==> config.mk <==
export PLATFORM = sky130hd
export DESIGN_NAME = cat_counter_array
export DESIGN_NICKNAME = d
export VERILOG_FILES = /design/src/rtl/cat_pkg.sv /design/src/rtl/cat_sync.sv /design/src/rtl/cat_timebase.sv /design/src/rtl/cat_counter_array.sv
export SDC_FILE = /design/constraint.sdc
export NUM_CORES = 1
export LEC_CHECK = 0
export ABC_CLOCK_PERIOD_IN_PS = 5400
export BUFFER_PORTS_ARGS = -buffer_cell sky130_fd_sc_hd__buf_2
export CORE_ASPECT_RATIO = 1.25
export CORE_MARGIN = 5
export CORE_UTILIZATION = 57
export DETAILED_ROUTE_END_ITERATION = 7
export PLACE_DENSITY = 0.85
export SLEW_MARGIN = 20
export SYNTH_ARGS = -nofsm -noshare
export SYNTH_HDL_FRONTEND = slang
export SYNTH_SLANG_ARGS = --single-unit
==> constraint.sdc <==
create_clock -name pclk -period 5.4 [get_ports pclk]
set_clock_uncertainty 0.15 [all_clocks]
set_input_delay 1.35 -clock pclk [delete_from_list [all_inputs] [get_ports pclk]]
set_output_delay 1.35 -clock pclk [all_outputs]
set_load 0.02 [all_outputs]
==> src/rtl/cat_pkg.sv <==
package cat_pkg;
	// byte addresses on the register bus
	localparam logic [7:0] ADDR_COUNT_LOW  = 8'h00;
	localparam logic [7:0] ADDR_COUNT_HIGH = 8'h04;
	localparam logic [7:0] ADDR_MODE       = 8'h08;
	localparam logic [7:0] ADDR_FLAGS      = 8'h0c;
	localparam logic [7:0] ADDR_IRQ_ENABLE = 8'h10;
	localparam logic [7:0] ADDR_PIN_ENABLE = 8'h14;

	localparam int COUNT_W    = 16;
	localparam int CHANNELS   = 6;
	localparam int EVENTS     = 8;
	localparam int PART_BASE  = 7;
	localparam int FLAG_CF    = 0;
	localparam int FLAG_PARTIAL_OVERFLOW_FLAG  = 1;
	localparam int FLAG_CH0   = 2;
	localparam int MODE_W     = 7;

	localparam int DIV_SLOW   = 12;
	localparam int DIV_FAST   = 4;
	localparam int DIV_OSC    = 8;

	typedef enum logic [2:0] {
		CAT_TB_DIV12,
		CAT_TB_DIV4,
		CAT_TB_T0,
		CAT_TB_ECI,
		CAT_TB_SYS,
		CAT_TB_EXT8,
		CAT_TB_LFO8,
		CAT_TB_RSVD
	} cat_tb_t;

	typedef struct packed {
		logic       watchdog_mode;
		logic [1:0] cycle_length_select;
		cat_tb_t    timebase_select;
		logic       idle_suspend;
	} cat_mode_t;

	// watchdog mode comes out of reset enabled
	localparam cat_mode_t MODE_RESET = 7'h40;

	typedef struct packed {
		logic timer0_overflow;
		logic external_count_input;
		logic ext_osc;
		logic lf_osc;
	} cat_src_t;
endpackage : cat_pkg

==> src/rtl/cat_sync.sv <==
`timescale 1ns/1ps
`default_nettype none
module cat_sync #(
	parameter int WIDTH = 1
) (
	input  wire logic             pclk,
	input  wire logic             presetn,
	input  wire logic [WIDTH-1:0] async_in,
	output logic      [WIDTH-1:0] sync_out
);
	logic [WIDTH-1:0] meta_reg;

	always_ff @(posedge pclk or negedge presetn) begin
		if (!presetn) begin
			meta_reg <= '0;
			sync_out <= '0;
		end else begin
			meta_reg <= async_in;
			sync_out <= meta_reg;
		end
	end
endmodule : cat_sync
`default_nettype wire

==> src/rtl/cat_timebase.sv <==
`timescale 1ns/1ps
`default_nettype none
module cat_timebase (
	input  wire logic             pclk,
	input  wire logic             presetn,
	input  wire cat_pkg::cat_tb_t sel,
	input  wire cat_pkg::cat_src_t src,
	output logic                  tick
);
	logic [3:0] div12_reg;
	logic [1:0] div4_reg;
	logic [2:0] ext_div_reg;
	logic [2:0] lfo_div_reg;
	logic [2:0] pins_sync;
	logic [2:0] pins_last_reg;
	logic       eci_fall;
	logic       ext_rise;
	logic       lfo_rise;

	// pins pass two flops before anything looks at them
	cat_sync #(.WIDTH(3)) u_sync (
		.pclk     (pclk),
		.presetn  (presetn),
		.async_in ({src.external_count_input, src.ext_osc, src.lf_osc}),
		.sync_out (pins_sync)
	);

	always_ff @(posedge pclk or negedge presetn) begin
		if (!presetn)
			pins_last_reg <= '0;
		else
			pins_last_reg <= pins_sync;
	end

	assign eci_fall = pins_last_reg[2] && !pins_sync[2];
	assign ext_rise = !pins_last_reg[1] && pins_sync[1];
	assign lfo_rise = !pins_last_reg[0] && pins_sync[0];

	always_ff @(posedge pclk or negedge presetn) begin
		if (!presetn) begin
			div12_reg   <= '0;
			div4_reg    <= '0;
			ext_div_reg <= '0;
			lfo_div_reg <= '0;
		end else begin
			div12_reg <= (div12_reg == 4'(cat_pkg::DIV_SLOW - 1)) ? '0
				: div12_reg + 4'h1;
			div4_reg <= div4_reg + 2'h1;
			if (ext_rise)
				ext_div_reg <= ext_div_reg + 3'h1;
			if (lfo_rise)
				lfo_div_reg <= lfo_div_reg + 3'h1;
		end
	end

	// one-cycle count enable for the selected source
	always_comb begin
		tick = 1'b0;
		case (sel)
			cat_pkg::CAT_TB_DIV12: tick = div12_reg == 4'(cat_pkg::DIV_SLOW - 1);
			cat_pkg::CAT_TB_DIV4:  tick = div4_reg == 2'(cat_pkg::DIV_FAST - 1);
			cat_pkg::CAT_TB_T0:    tick = src.timer0_overflow;
			cat_pkg::CAT_TB_ECI:   tick = eci_fall;
			cat_pkg::CAT_TB_SYS:   tick = 1'b1;
			cat_pkg::CAT_TB_EXT8:
				tick = ext_rise && ext_div_reg == 3'(cat_pkg::DIV_OSC - 1);
			cat_pkg::CAT_TB_LFO8:
				tick = lfo_rise && lfo_div_reg == 3'(cat_pkg::DIV_OSC - 1);
			default:               tick = 1'b0;
		endcase
	end
endmodule : cat_timebase
`default_nettype wire

==> src/rtl/cat_counter_array.sv <==
`timescale 1ns/1ps
`default_nettype none
// How it works
// - 16-bit up-counter read and written as low and high byte registers.
// - reading the low byte latches the high byte; high read returns latch.
// - register reads never disturb counting.
// - 3-bit select picks one of seven count sources; code 7 stops.
// - divided oscillator sources are synchronised before advancing count.
// - wrap from all ones to zero sets the counter overflow flag.
// - counter overflow flag interrupts only while its enable is set.
// - with idle suspend off, counting continues while the core idles.
// - carry out of the selected bit (8, 9, 10 or 11) sets the partial overflow flag.
// - each of six channels owns an event flag set by its logic.
// - flags set on their trigger regardless of interrupt enables.
// - eight flags, each gated by its own enable, form one request.
// - each channel line reaches its pin only when enabled.
// - watchdog mode is on after reset and locks some registers.
// - 2-bit cycle length select picks the partial overflow bit.
module cat_counter_array (
	input  wire logic                  pclk,
	input  wire logic                  presetn,
	input  wire logic                  psel,
	input  wire logic                  penable,
	input  wire logic                  pwrite,
	input  wire logic [7:0]            paddr,
	input  wire logic [31:0]           pwdata,
	output logic      [31:0]           prdata,
	output logic                       pready,
	output logic                       pslverr,
	input  wire logic                  cpu_idle,
	input  wire cat_pkg::cat_src_t     count_sources,
	input  wire logic [5:0]            channel_event,
	input  wire logic [5:0]            channel_io_line,
	output logic      [5:0]            channel_pin_out,
	output logic      [5:0]            channel_pin_oe,
	output logic      [15:0]           count_value,
	output logic      [1:0]            cycle_length_select,
	output logic                       watchdog_mode,
	output logic                       irq_request
);
	cat_pkg::cat_mode_t mode_reg;
	logic [15:0] count_reg;
	logic [7:0]  snapshot_reg;
	logic [7:0]  flags_reg;
	logic [7:0]  irq_enable_reg;
	logic [5:0]  pin_enable_reg;
	logic        tick;
	logic        advance;
	logic        wrap;
	logic        part_carry;
	logic        setup_phase;
	logic        access_done;
	logic        wr_done;
	logic        rd_done;
	logic        mapped;
	logic [7:0]  flag_set;
	logic [7:0]  flag_clear;

	function automatic logic carry_out(input logic [15:0] value,
		input logic [1:0] cls);
		logic [3:0] ones;
		ones = {&value[10:0], &value[9:0], &value[8:0], &value[7:0]};
		carry_out = ones[cls];
	endfunction : carry_out

	function automatic logic is_mapped(input logic [7:0] addr);
		is_mapped = addr == cat_pkg::ADDR_COUNT_LOW
			|| addr == cat_pkg::ADDR_COUNT_HIGH
			|| addr == cat_pkg::ADDR_MODE
			|| addr == cat_pkg::ADDR_FLAGS
			|| addr == cat_pkg::ADDR_IRQ_ENABLE
			|| addr == cat_pkg::ADDR_PIN_ENABLE;
	endfunction : is_mapped

	cat_timebase u_timebase (
		.pclk    (pclk),
		.presetn (presetn),
		.sel     (mode_reg.timebase_select),
		.src     (count_sources),
		.tick    (tick)
	);

	assign setup_phase = psel && !penable;
	assign access_done = psel && penable && pready;
	assign wr_done     = access_done && pwrite && !pslverr;
	assign rd_done     = access_done && !pwrite && !pslverr;
	assign mapped      = is_mapped(paddr);

	// idle only stalls the count when software asked for it
	assign advance    = tick && !(mode_reg.idle_suspend && cpu_idle);
	assign wrap       = advance && &count_reg;
	assign part_carry = advance
		&& carry_out(count_reg, mode_reg.cycle_length_select);

	// zero wait states: every transfer finishes in its first access cycle
	always_ff @(posedge pclk or negedge presetn) begin
		if (!presetn) begin
			pready  <= 1'b0;
			pslverr <= 1'b0;
		end else begin
			pready  <= setup_phase;
			pslverr <= setup_phase && !mapped;
		end
	end

	// read data and the high byte latch are taken at the setup edge, so
	// both bytes of one low read describe the same count
	always_ff @(posedge pclk or negedge presetn) begin
		if (!presetn) begin
			prdata <= '0;
		end else if (setup_phase && !pwrite) begin
			if (paddr == cat_pkg::ADDR_COUNT_LOW)
				prdata <= {24'h0, count_reg[7:0]};
			else if (paddr == cat_pkg::ADDR_COUNT_HIGH)
				prdata <= {24'h0, snapshot_reg};
			else if (paddr == cat_pkg::ADDR_MODE)
				prdata <= {25'h0, mode_reg};
			else if (paddr == cat_pkg::ADDR_FLAGS)
				prdata <= {24'h0, flags_reg};
			else if (paddr == cat_pkg::ADDR_IRQ_ENABLE)
				prdata <= {24'h0, irq_enable_reg};
			else if (paddr == cat_pkg::ADDR_PIN_ENABLE)
				prdata <= {26'h0, pin_enable_reg};
			else
				prdata <= '0;
		end
	end

	always_ff @(posedge pclk or negedge presetn) begin
		if (!presetn)
			snapshot_reg <= '0;
		else if (setup_phase && !pwrite && paddr == cat_pkg::ADDR_COUNT_LOW)
			snapshot_reg <= count_reg[15:8];
	end

	// software writes to the count bytes are refused while the watchdog owns the unit
	always_ff @(posedge pclk or negedge presetn) begin
		if (!presetn) begin
			count_reg <= '0;
		end else if (wr_done && !mode_reg.watchdog_mode
			&& paddr == cat_pkg::ADDR_COUNT_LOW) begin
			count_reg[7:0] <= pwdata[7:0];
		end else if (wr_done && !mode_reg.watchdog_mode
			&& paddr == cat_pkg::ADDR_COUNT_HIGH) begin
			count_reg[15:8] <= pwdata[7:0];
		end else if (advance) begin
			count_reg <= count_reg + 16'h1;
		end
	end

	// while locked only the watchdog bit itself may be written
	always_ff @(posedge pclk or negedge presetn) begin
		if (!presetn) begin
			mode_reg <= cat_pkg::MODE_RESET;
		end else if (wr_done && paddr == cat_pkg::ADDR_MODE) begin
			if (mode_reg.watchdog_mode)
				mode_reg.watchdog_mode <= pwdata[6];
			else
				mode_reg <= pwdata[6:0];
		end
	end

	always_ff @(posedge pclk or negedge presetn) begin
		if (!presetn) begin
			irq_enable_reg <= '0;
			pin_enable_reg <= '0;
		end else if (wr_done) begin
			if (paddr == cat_pkg::ADDR_IRQ_ENABLE)
				irq_enable_reg <= pwdata[7:0];
			else if (paddr == cat_pkg::ADDR_PIN_ENABLE)
				pin_enable_reg <= pwdata[5:0];
		end
	end

	// flags set on their trigger whatever the enables hold
	assign flag_set = {channel_event, part_carry, wrap};
	// a read clears only what it reported, and a new event wins
	assign flag_clear = (rd_done && paddr == cat_pkg::ADDR_FLAGS)
		? prdata[7:0] : 8'h00;

	always_ff @(posedge pclk or negedge presetn) begin
		if (!presetn)
			flags_reg <= '0;
		else
			flags_reg <= (flags_reg & ~flag_clear) | flag_set;
	end

	always_ff @(posedge pclk or negedge presetn) begin
		if (!presetn)
			irq_request <= 1'b0;
		else
			irq_request <= |(flags_reg & irq_enable_reg);
	end

	always_ff @(posedge pclk or negedge presetn) begin
		if (!presetn) begin
			channel_pin_out <= '0;
			channel_pin_oe  <= '0;
		end else begin
			channel_pin_out <= channel_io_line & pin_enable_reg;
			channel_pin_oe  <= pin_enable_reg;
		end
	end

	always_ff @(posedge pclk or negedge presetn) begin
		if (!presetn) begin
			count_value         <= '0;
			cycle_length_select <= '0;
			watchdog_mode       <= 1'b1;
		end else begin
			count_value         <= count_reg;
			cycle_length_select <= mode_reg.cycle_length_select;
			watchdog_mode       <= mode_reg.watchdog_mode;
		end
	end

	// checks on the logic above
	count_step_a: assert property (
		@(posedge pclk) disable iff (!presetn)
		advance && !wr_done |=> count_reg == $past(count_reg) + 16'h1)
		else $error("count did not step on an enabled tick");

	idle_hold_a: assert property (
		@(posedge pclk) disable iff (!presetn)
		mode_reg.idle_suspend && cpu_idle && !wr_done
		|=> count_reg == $past(count_reg))
		else $error("count moved while suspended in idle");

	idle_run_a: assert property (
		@(posedge pclk) disable iff (!presetn)
		!mode_reg.idle_suspend && cpu_idle && tick && !wr_done
		|=> count_reg != $past(count_reg))
		else $error("count stalled in idle without suspend");

	wrap_flag_a: assert property (
		@(posedge pclk) disable iff (!presetn)
		advance && count_reg == 16'hffff && !wr_done
		|=> count_reg == 16'h0000 && flags_reg[cat_pkg::FLAG_CF])
		else $error("wrap did not set the overflow flag");

	part_flag_a: assert property (
		@(posedge pclk) disable iff (!presetn)
		advance && mode_reg.cycle_length_select == 2'h0
		&& count_reg[7:0] == 8'hff
		|=> flags_reg[cat_pkg::FLAG_PARTIAL_OVERFLOW_FLAG])
		else $error("carry out of bit 8 missed");

	// low read, access, one idle cycle, then the high read
	snap_read_a: assert property (
		@(posedge pclk) disable iff (!presetn)
		setup_phase && !pwrite && paddr == cat_pkg::ADDR_COUNT_LOW
		##1 access_done ##1 !psel ##1 setup_phase && !pwrite
		&& paddr == cat_pkg::ADDR_COUNT_HIGH ##1 access_done
		|-> prdata[7:0] == $past(count_reg[15:8], 4))
		else $error("high read did not return the latched byte");

	irq_gate_a: assert property (
		@(posedge pclk) disable iff (!presetn)
		$past(flags_reg & irq_enable_reg) == 8'h00 |-> !irq_request)
		else $error("request without an enabled flag");

	cf_irq_a: assert property (
		@(posedge pclk) disable iff (!presetn)
		flags_reg[cat_pkg::FLAG_CF] && irq_enable_reg[cat_pkg::FLAG_CF]
		|=> irq_request)
		else $error("enabled overflow flag gave no request");

	wdt_lock_a: assert property (
		@(posedge pclk) disable iff (!presetn)
		wr_done && mode_reg.watchdog_mode
		&& paddr == cat_pkg::ADDR_COUNT_LOW && !advance
		|=> count_reg == $past(count_reg))
		else $error("count written while locked");

	pin_gate_a: assert property (
		@(posedge pclk) disable iff (!presetn)
		!pin_enable_reg[0] |=> !channel_pin_oe[0] && !channel_pin_out[0])
		else $error("disabled channel line reached its pin");

	partial_overflow_flag_irq_a: assert property (
		@(posedge pclk) disable iff (!presetn)
		flags_reg[cat_pkg::FLAG_PARTIAL_OVERFLOW_FLAG]
		&& irq_enable_reg[cat_pkg::FLAG_PARTIAL_OVERFLOW_FLAG] |=> irq_request)
		else $error("enabled partial overflow gave no request");

	chan_flag_a: assert property (
		@(posedge pclk) disable iff (!presetn)
		|channel_event
		|=> (flags_reg[cat_pkg::FLAG_CH0 +: cat_pkg::CHANNELS]
		& $past(channel_event)) == $past(channel_event))
		else $error("channel event did not set its flag");

	flag_keep_a: assert property (
		@(posedge pclk) disable iff (!presetn)
		flags_reg[cat_pkg::FLAG_CF]
		&& !(rd_done && paddr == cat_pkg::ADDR_FLAGS)
		|=> flags_reg[cat_pkg::FLAG_CF])
		else $error("overflow flag cleared without a software read");

	read_still_a: assert property (
		@(posedge pclk) disable iff (!presetn)
		rd_done && !advance |=> count_reg == $past(count_reg))
		else $error("a register read moved the count");

	rsvd_stop_a: assert property (
		@(posedge pclk) disable iff (!presetn)
		mode_reg.timebase_select == cat_pkg::CAT_TB_RSVD |-> !tick)
		else $error("reserved timebase advanced the count");
endmodule : cat_counter_array
`default_nettype wire

======== After elaboration in Yosys (flattened, before gate mapping) ========
Cells that the tools add are included.
operators by class
  $add $sub $neg .......................... 5
  magnitude comparators ................... 1
  equal/unequal tests ..................... 16
  mux-type cells .......................... 15
  bitwise operators ....................... 8
  reductions and logical operators ........ 53
operators with widths
  cell                   count
  $mux 8                 9
  $logic_and 1x1->1      24
  $add 16x1->16 const B  1
  $and 8x8->8            2
  $eq 8x4->1 const B     2
  $eq 8x5->1 const B     2
  $mux 16                1
  $reduce_and 16->1      1
  $eq 3x3->1 const B     5
  $reduce_and 11->1      1
  $reduce_and 10->1      1
  $logic_not 1->1        9
  $reduce_and 9->1       1
  $eq 8x3->1 const B     1
  $logic_not 8->1        1
  $not 8->8              1
  $or 8x8->8             1
  $reduce_and 2->1       4
  $reduce_and 8->1       1
  $reduce_or 8->1        1
  $pmux 1 s7             1
  $add 3x1->3 const B    2
  $and 6x6->6            1
  $eq 3x2->1 const B     2
  16 further kinds       23
storage, ports and cells
  flip-flop bits (word level) ............. 140
  bits of input ports ..................... 62
  output and inout port bits .............. 66
  logic and storage cells ................. 124

======== Logic depth before layout (Yosys ltp) ========
  depth after elaboration ................. 9
  depth in mapped cells ................... 9
  gate-level depth less buffers ........... 8

======== Cells and area by module ========
Synthesis repeated with hierarchy kept, for this count alone.
unflattened totals
  cell total of the unflattened synthesis .. 466
  area total of the unflattened synthesis .. 5283.8 µm²
by module, submodules not included
  module             instances  cells each  area an instance (µm²)  sequential area each (µm²)
  cat_counter_array  1          411         4480.5                  2379.8
  cat_timebase       1          49          653.1                   375.4
  cat_sync           1          6           150.1                   150.1

======== Least setup slack after synthesis ========
OpenSTA, ideal clock, no wires.
  path kind ............................... in2reg
  start ................................... input port paddr[1]
  end ..................................... register irq_enable_reg[0]
  library setup time ...................... 0.125 ns
  arrival ................................. 2.850 ns
  data required time ...................... 5.125 ns
  slack ................................... 2.275 ns
  stages .................................. 5
  buffers on the path ..................... 0
  cell sequence ........................... or4_4 > nor3_2 > nand2_2 > nor3_4 > mux2_2
on the way
  cells in the longest elaborated chain, start to end .. 2
ends and longest elaborated chain
  element                     line                      text
  start, declared             cat_counter_array.sv:25   input wire logic [7:0] paddr,
  $eq 8x5->1                  cat_counter_array.sv:168  if (paddr == cat_pkg::ADDR_IRQ_ENABLE)
  $reduce_and 2->1 (no line)  -
  end signal, assigned        cat_counter_array.sv:169  irq_enable_reg <= pwdata[7:0];
  end, declared               cat_counter_array.sv:45   logic [7:0] irq_enable_reg;
Every way passes these cells.
A chain may end at the register's enable or synchronous reset.

======== Worst setup path after layout ========
  start ................................... input port paddr[1]
  end ..................................... register flags_reg[0]
on the way
  cells in the longest elaborated chain, start to end .. 6
ends and longest elaborated chain
  element               line                      text
  $eq 8x4->1            cat_counter_array.sv:178  assign flag_clear = (rd_done && paddr == cat_pkg::ADDR_FLAGS)
  $logic_and 1x1->1     cat_counter_array.sv:178
  $mux 8                cat_counter_array.sv:179  ? prdata[7:0] : 8'h00;
  $not 8->8             cat_counter_array.sv:185  flags_reg <= (flags_reg & ~flag_clear) | flag_set;
  $and 8x8->8           cat_counter_array.sv:185
  $or 8x8->8            cat_counter_array.sv:185
  end signal, assigned  cat_counter_array.sv:185
  end, declared         cat_counter_array.sv:44   logic [7:0] flags_reg;
Every way passes these cells.

==> reports/results.txt <==
The critical path starts at paddr[1]. In this design, the largest share of critical-path delay is due to simple AND/OR/NAND/NOR gates. The element type at the critical path start was a primary input. The logs give 0 for the number of post-CTS setup repair buffers and 603 for the count of nets after finishing. The flow ran to the end, and the final reports show no timing, DRC or antenna violations. The Yosys step of the flow raised 0 warnings.

The minimum clock period is 3.26 ns. Summed over all layers, the routed wires come to 12,500 um. The number of global-route vias before repair is 4,002, and the share of post-route cells with drive strength above 1 is 28.9%. By instance count, the leading cell after synthesis is sky130_fd_sc_hd__dfrtp_1. After synthesis, the netlist uses 57 different library cells. Pin slew with the least headroom to its limit: 0.851 ns. The floorplan step set the die width to 95.0 um. During placement, the flow inserted port buffers numbering 79. The initial utilization of the core area, before any placement, comes to 58.8%.

After clock tree synthesis, the clock-pin slew on the worst setup and hold paths is 0.06 ns. By count the netlist is led by 114 x sky130_fd_sc_hd__dfrtp_1, 57 x sky130_fd_sc_hd__nand2_1, 30 x sky130_fd_sc_hd__mux2_2. The logs give 0 for the final-report hold violation count and 0 for the count of maximum capacitance violations.

The first global-routing pass estimated 20,400 um of wire. The critical path runs through a total of 6 cells. The count of hold buffers inserted by post-cts repair is 0, and the routed wirelength normalized by instance count is 18.8 um. Global routing consumed, over all layers together, 24.8% of the routing resources.

The tools report the number of remaining DRC errors as 0. Setup repair after global routing left no endpoint under its margin. The worst IR drop on VDD is 0.227 mV, and the count of antenna-violating nets left after detailed routing is 0.

The number of cell instances on the worst register-to-register path is 8, and the count of final max-slew check failures is 0. The core region is 8750 um^2. The cell count after synthesis came out at 449. Die height: 116 um. Once the clock tree was built, the resizer swapped 0 gates to a different size. Sequential cells were found to cover 56.5% of the synthesized design area.

Of the available clock period, the critical path in the final layout requires 60.5%. Summed over its instances, the top area cell type makes up 55.5% of the synthesized netlist area. Of all nets on the critical path, the largest fanout is 11. Yosys attributes the largest share of cell area to sky130_fd_sc_hd__dfrtp_1 55%, sky130_fd_sc_hd__mux2_2 6.6%, sky130_fd_sc_hd__nand2_1 4.2%, sky130_fd_sc_hd__buf_4 3.6%, sky130_fd_sc_hd__mux2i_1 2.3%. For the total via count in the routed design, the log shows 3,861. The synthesized design spends more area on one cell type than any other, namely sky130_fd_sc_hd__dfrtp_1. The signal on the critical path passes through buf_2 -> or4_4 -> nor3_2 -> and3_1 -> nand2_1 -> a32o_1. Summed over all cells, the static leakage comes to 2.99 nW. In this run the mean area of a mapped cell was 11.5 um^2. The run gives 0.197 ns as the worst hold margin. After detailed routing, the number of vias per cell comes to 5.80. The number of clock sinks seen by CTS was 116. The worst setup path is captured at a flop. The power density normalized to cell area is 372 nW/um^2. The worst register-to-register path has a setup slack of 2.72 ns.

The tightest min-delay check is of the reg2reg type. At the end of routability-driven placement, the weighted congestion stood at 0.992. After synthesis the cells add up to 5140 um^2. Number of buffer and inverter instances along the worst setup path: 1. Static timing analysis puts the maximum clock frequency at 306 MHz.

Compared with the post-synthesis result, the final layout area differs by 19.2%. The die covers 11,000 um^2. Adding up every negative setup slack in the final design gives 0 ns. The cell sitting at the root of the clock tree is a sky130_fd_sc_hd__clkbuf_8.

The H-tree generated during clock tree synthesis spans 4 levels. The startpoint identified for the worst register-to-register timing path is u_timebase.lfo_div_reg[0]. Critical setup path kind: in2reg. For this run, the detailed router's first-pass iteration total came to 5. The number of antenna violations at the first check in global routing is 0.

The number of antenna diodes in the final layout is 0. Of all flip-flops after synthesis, the portion carrying an async set or reset was 100%. TritonCTS created 17 clock buffers. The detailed placer's ending HPWL was 8450 um; the buffer levels on the longest clock path was 2. STA puts the critical path data arrival time at 3.52 ns.

Entering global routing, the biggest net connects 89 pins. The largest individual stage delay along the critical path comes from the cell sky130_fd_sc_hd__nor3_2. The detailed router finished its first iteration with 332 violations.

The number of register bits inferred by synthesis was 116. Yosys mapped a number of flops with a built-in enable equal to 0. Fill cell total of the finished layout: 623.

The tools report the worst reg2reg path endpoint as count_reg[4]. After floorplanning, the core was divided into 38 placement rows. TritonCTS built the clock tree. The total setup violations reported at the end of the flow is 0.

For the top-level port count, the log shows 128. For this run the aggregate overflow at the end of global routing stands at 0. The tools report the destination of the critical timing path as flags_reg[0]. For the max-slew headroom at the worst pin, the log shows 42.9%. For the later-pin clock latency in the skew report, the log shows 0.52 ns. The delay contributed by the slowest stage of the critical path was 0.60 ns. For this run, the leading register cell type out of synthesis is sky130_fd_sc_hd__dfrtp_1.

Required arrival time at the worst endpoint: 5.66 ns.
metal layers:
layer	share of wire (%)	track usage, %
met2	52	41.9
met3	8.4	7.60
met1	36	29.0
met4	3.5	11.5
met5	0	0
worst reg2reg max path, delay by kind of cell, from the launching register on:
kind            cells  cell delay, ns
flops               1            0.40
compound gates      4            1.21
simple gates        2            0.41
fa+ha+maj           2            0.40
cells by family after synthesis:
family          count (synthesis)  synth area share [%]
compound gates                 76                  9.27
xor+xnor                       13                  2.21
fa+ha+maj                       8                  1.95
buf+inv                        44                  5.16
flops                         116                  56.5
mux                            42                  8.90
other cells                     1                0.0729
simple gates                  149                  16.0
worst min-delay path by stage:
stage	from	endpoint	slack, ns	cells after the start
detailed placement	u_timebase.u_sync.meta_reg[0]	u_timebase.u_sync.sync_out[0]	0.18	0
floorplan	u_timebase.u_sync.meta_reg[0]	u_timebase.u_sync.sync_out[0]	0.18	0
global route	u_timebase.u_sync.meta_reg[0]	u_timebase.u_sync.sync_out[0]	0.21	0
CTS	u_timebase.u_sync.meta_reg[0]	u_timebase.u_sync.sync_out[0]	0.20	0
finish	u_timebase.u_sync.meta_reg[0]	u_timebase.u_sync.sync_out[0]	0.20	0
global placement	u_timebase.u_sync.meta_reg[2]	u_timebase.u_sync.sync_out[2]	0.18	0
metrics by stage:
step	power (mW)	util, %	instance area [um^2]	cells	worst slack (ns)
2_1_floorplan	1.11	-	5230	472	2.28
3_5_place_dp	1.19	63.4	5540	634	1.63
3_3_place_gp	1.18	63.4	5540	634	1.68
4_1_cts	2.29	70.1	6130	666	2.15
5_1_grt	2.37	70.1	6130	666	2.00
6_report	2.28	70.1	6130	666	2.14
placed cells by master, fill, tap and decap left out, types with 3 or more instances in the layout:
master / instances
sky130_fd_sc_hd__nor2_1: 22
sky130_fd_sc_hd__conb_1: 24
sky130_fd_sc_hd__dfrtp_1: 114
sky130_fd_sc_hd__nand2_1: 57
sky130_fd_sc_hd__o21ai_0: 16
sky130_fd_sc_hd__a22oi_1: 5
sky130_fd_sc_hd__inv_6: 5
sky130_fd_sc_hd__mux2_2: 30
sky130_fd_sc_hd__a21o_1: 6
sky130_fd_sc_hd__nand3_1: 10
sky130_fd_sc_hd__a21oi_1: 20
sky130_fd_sc_hd__inv_1: 6
sky130_fd_sc_hd__a31oi_1: 4
sky130_fd_sc_hd__xnor2_1: 10
sky130_fd_sc_hd__nand4_1: 5
sky130_fd_sc_hd__xor2_1: 3
sky130_fd_sc_hd__buf_2: 78
sky130_fd_sc_hd__and2_1: 6
sky130_fd_sc_hd__clkinv_4: 6
sky130_fd_sc_hd__nor3b_1: 4
sky130_fd_sc_hd__ha_1: 8
sky130_fd_sc_hd__o21ai_1: 4
sky130_fd_sc_hd__o22ai_1: 7
sky130_fd_sc_hd__a211oi_1: 3
sky130_fd_sc_hd__and3_1: 10
sky130_fd_sc_hd__nand2b_1: 5
sky130_fd_sc_hd__mux2i_1: 12
sky130_fd_sc_hd__nor3_1: 8
sky130_fd_sc_hd__clkbuf_16: 16
layout make-up:
class	instances	area, um^2	area share (%)
clock buffer	17	414	6.75
clock inverter	15	171	2.80
inverter	6	22.5	0.367
multi-input combinational	312	2060	33.6
sequential	116	2910	47.4
tap	120	150	2.45
timing repair buffer	80	409	6.67
report_power, final:
part           leakage [nW]  switching (mW)  total, mW  internal, mW
clock network         0.280           0.428       1.09         0.666
logic                  1.20           0.127      0.207        0.0795
registers              1.51          0.0534      0.982         0.928
(Power assumes the default switching activity.)
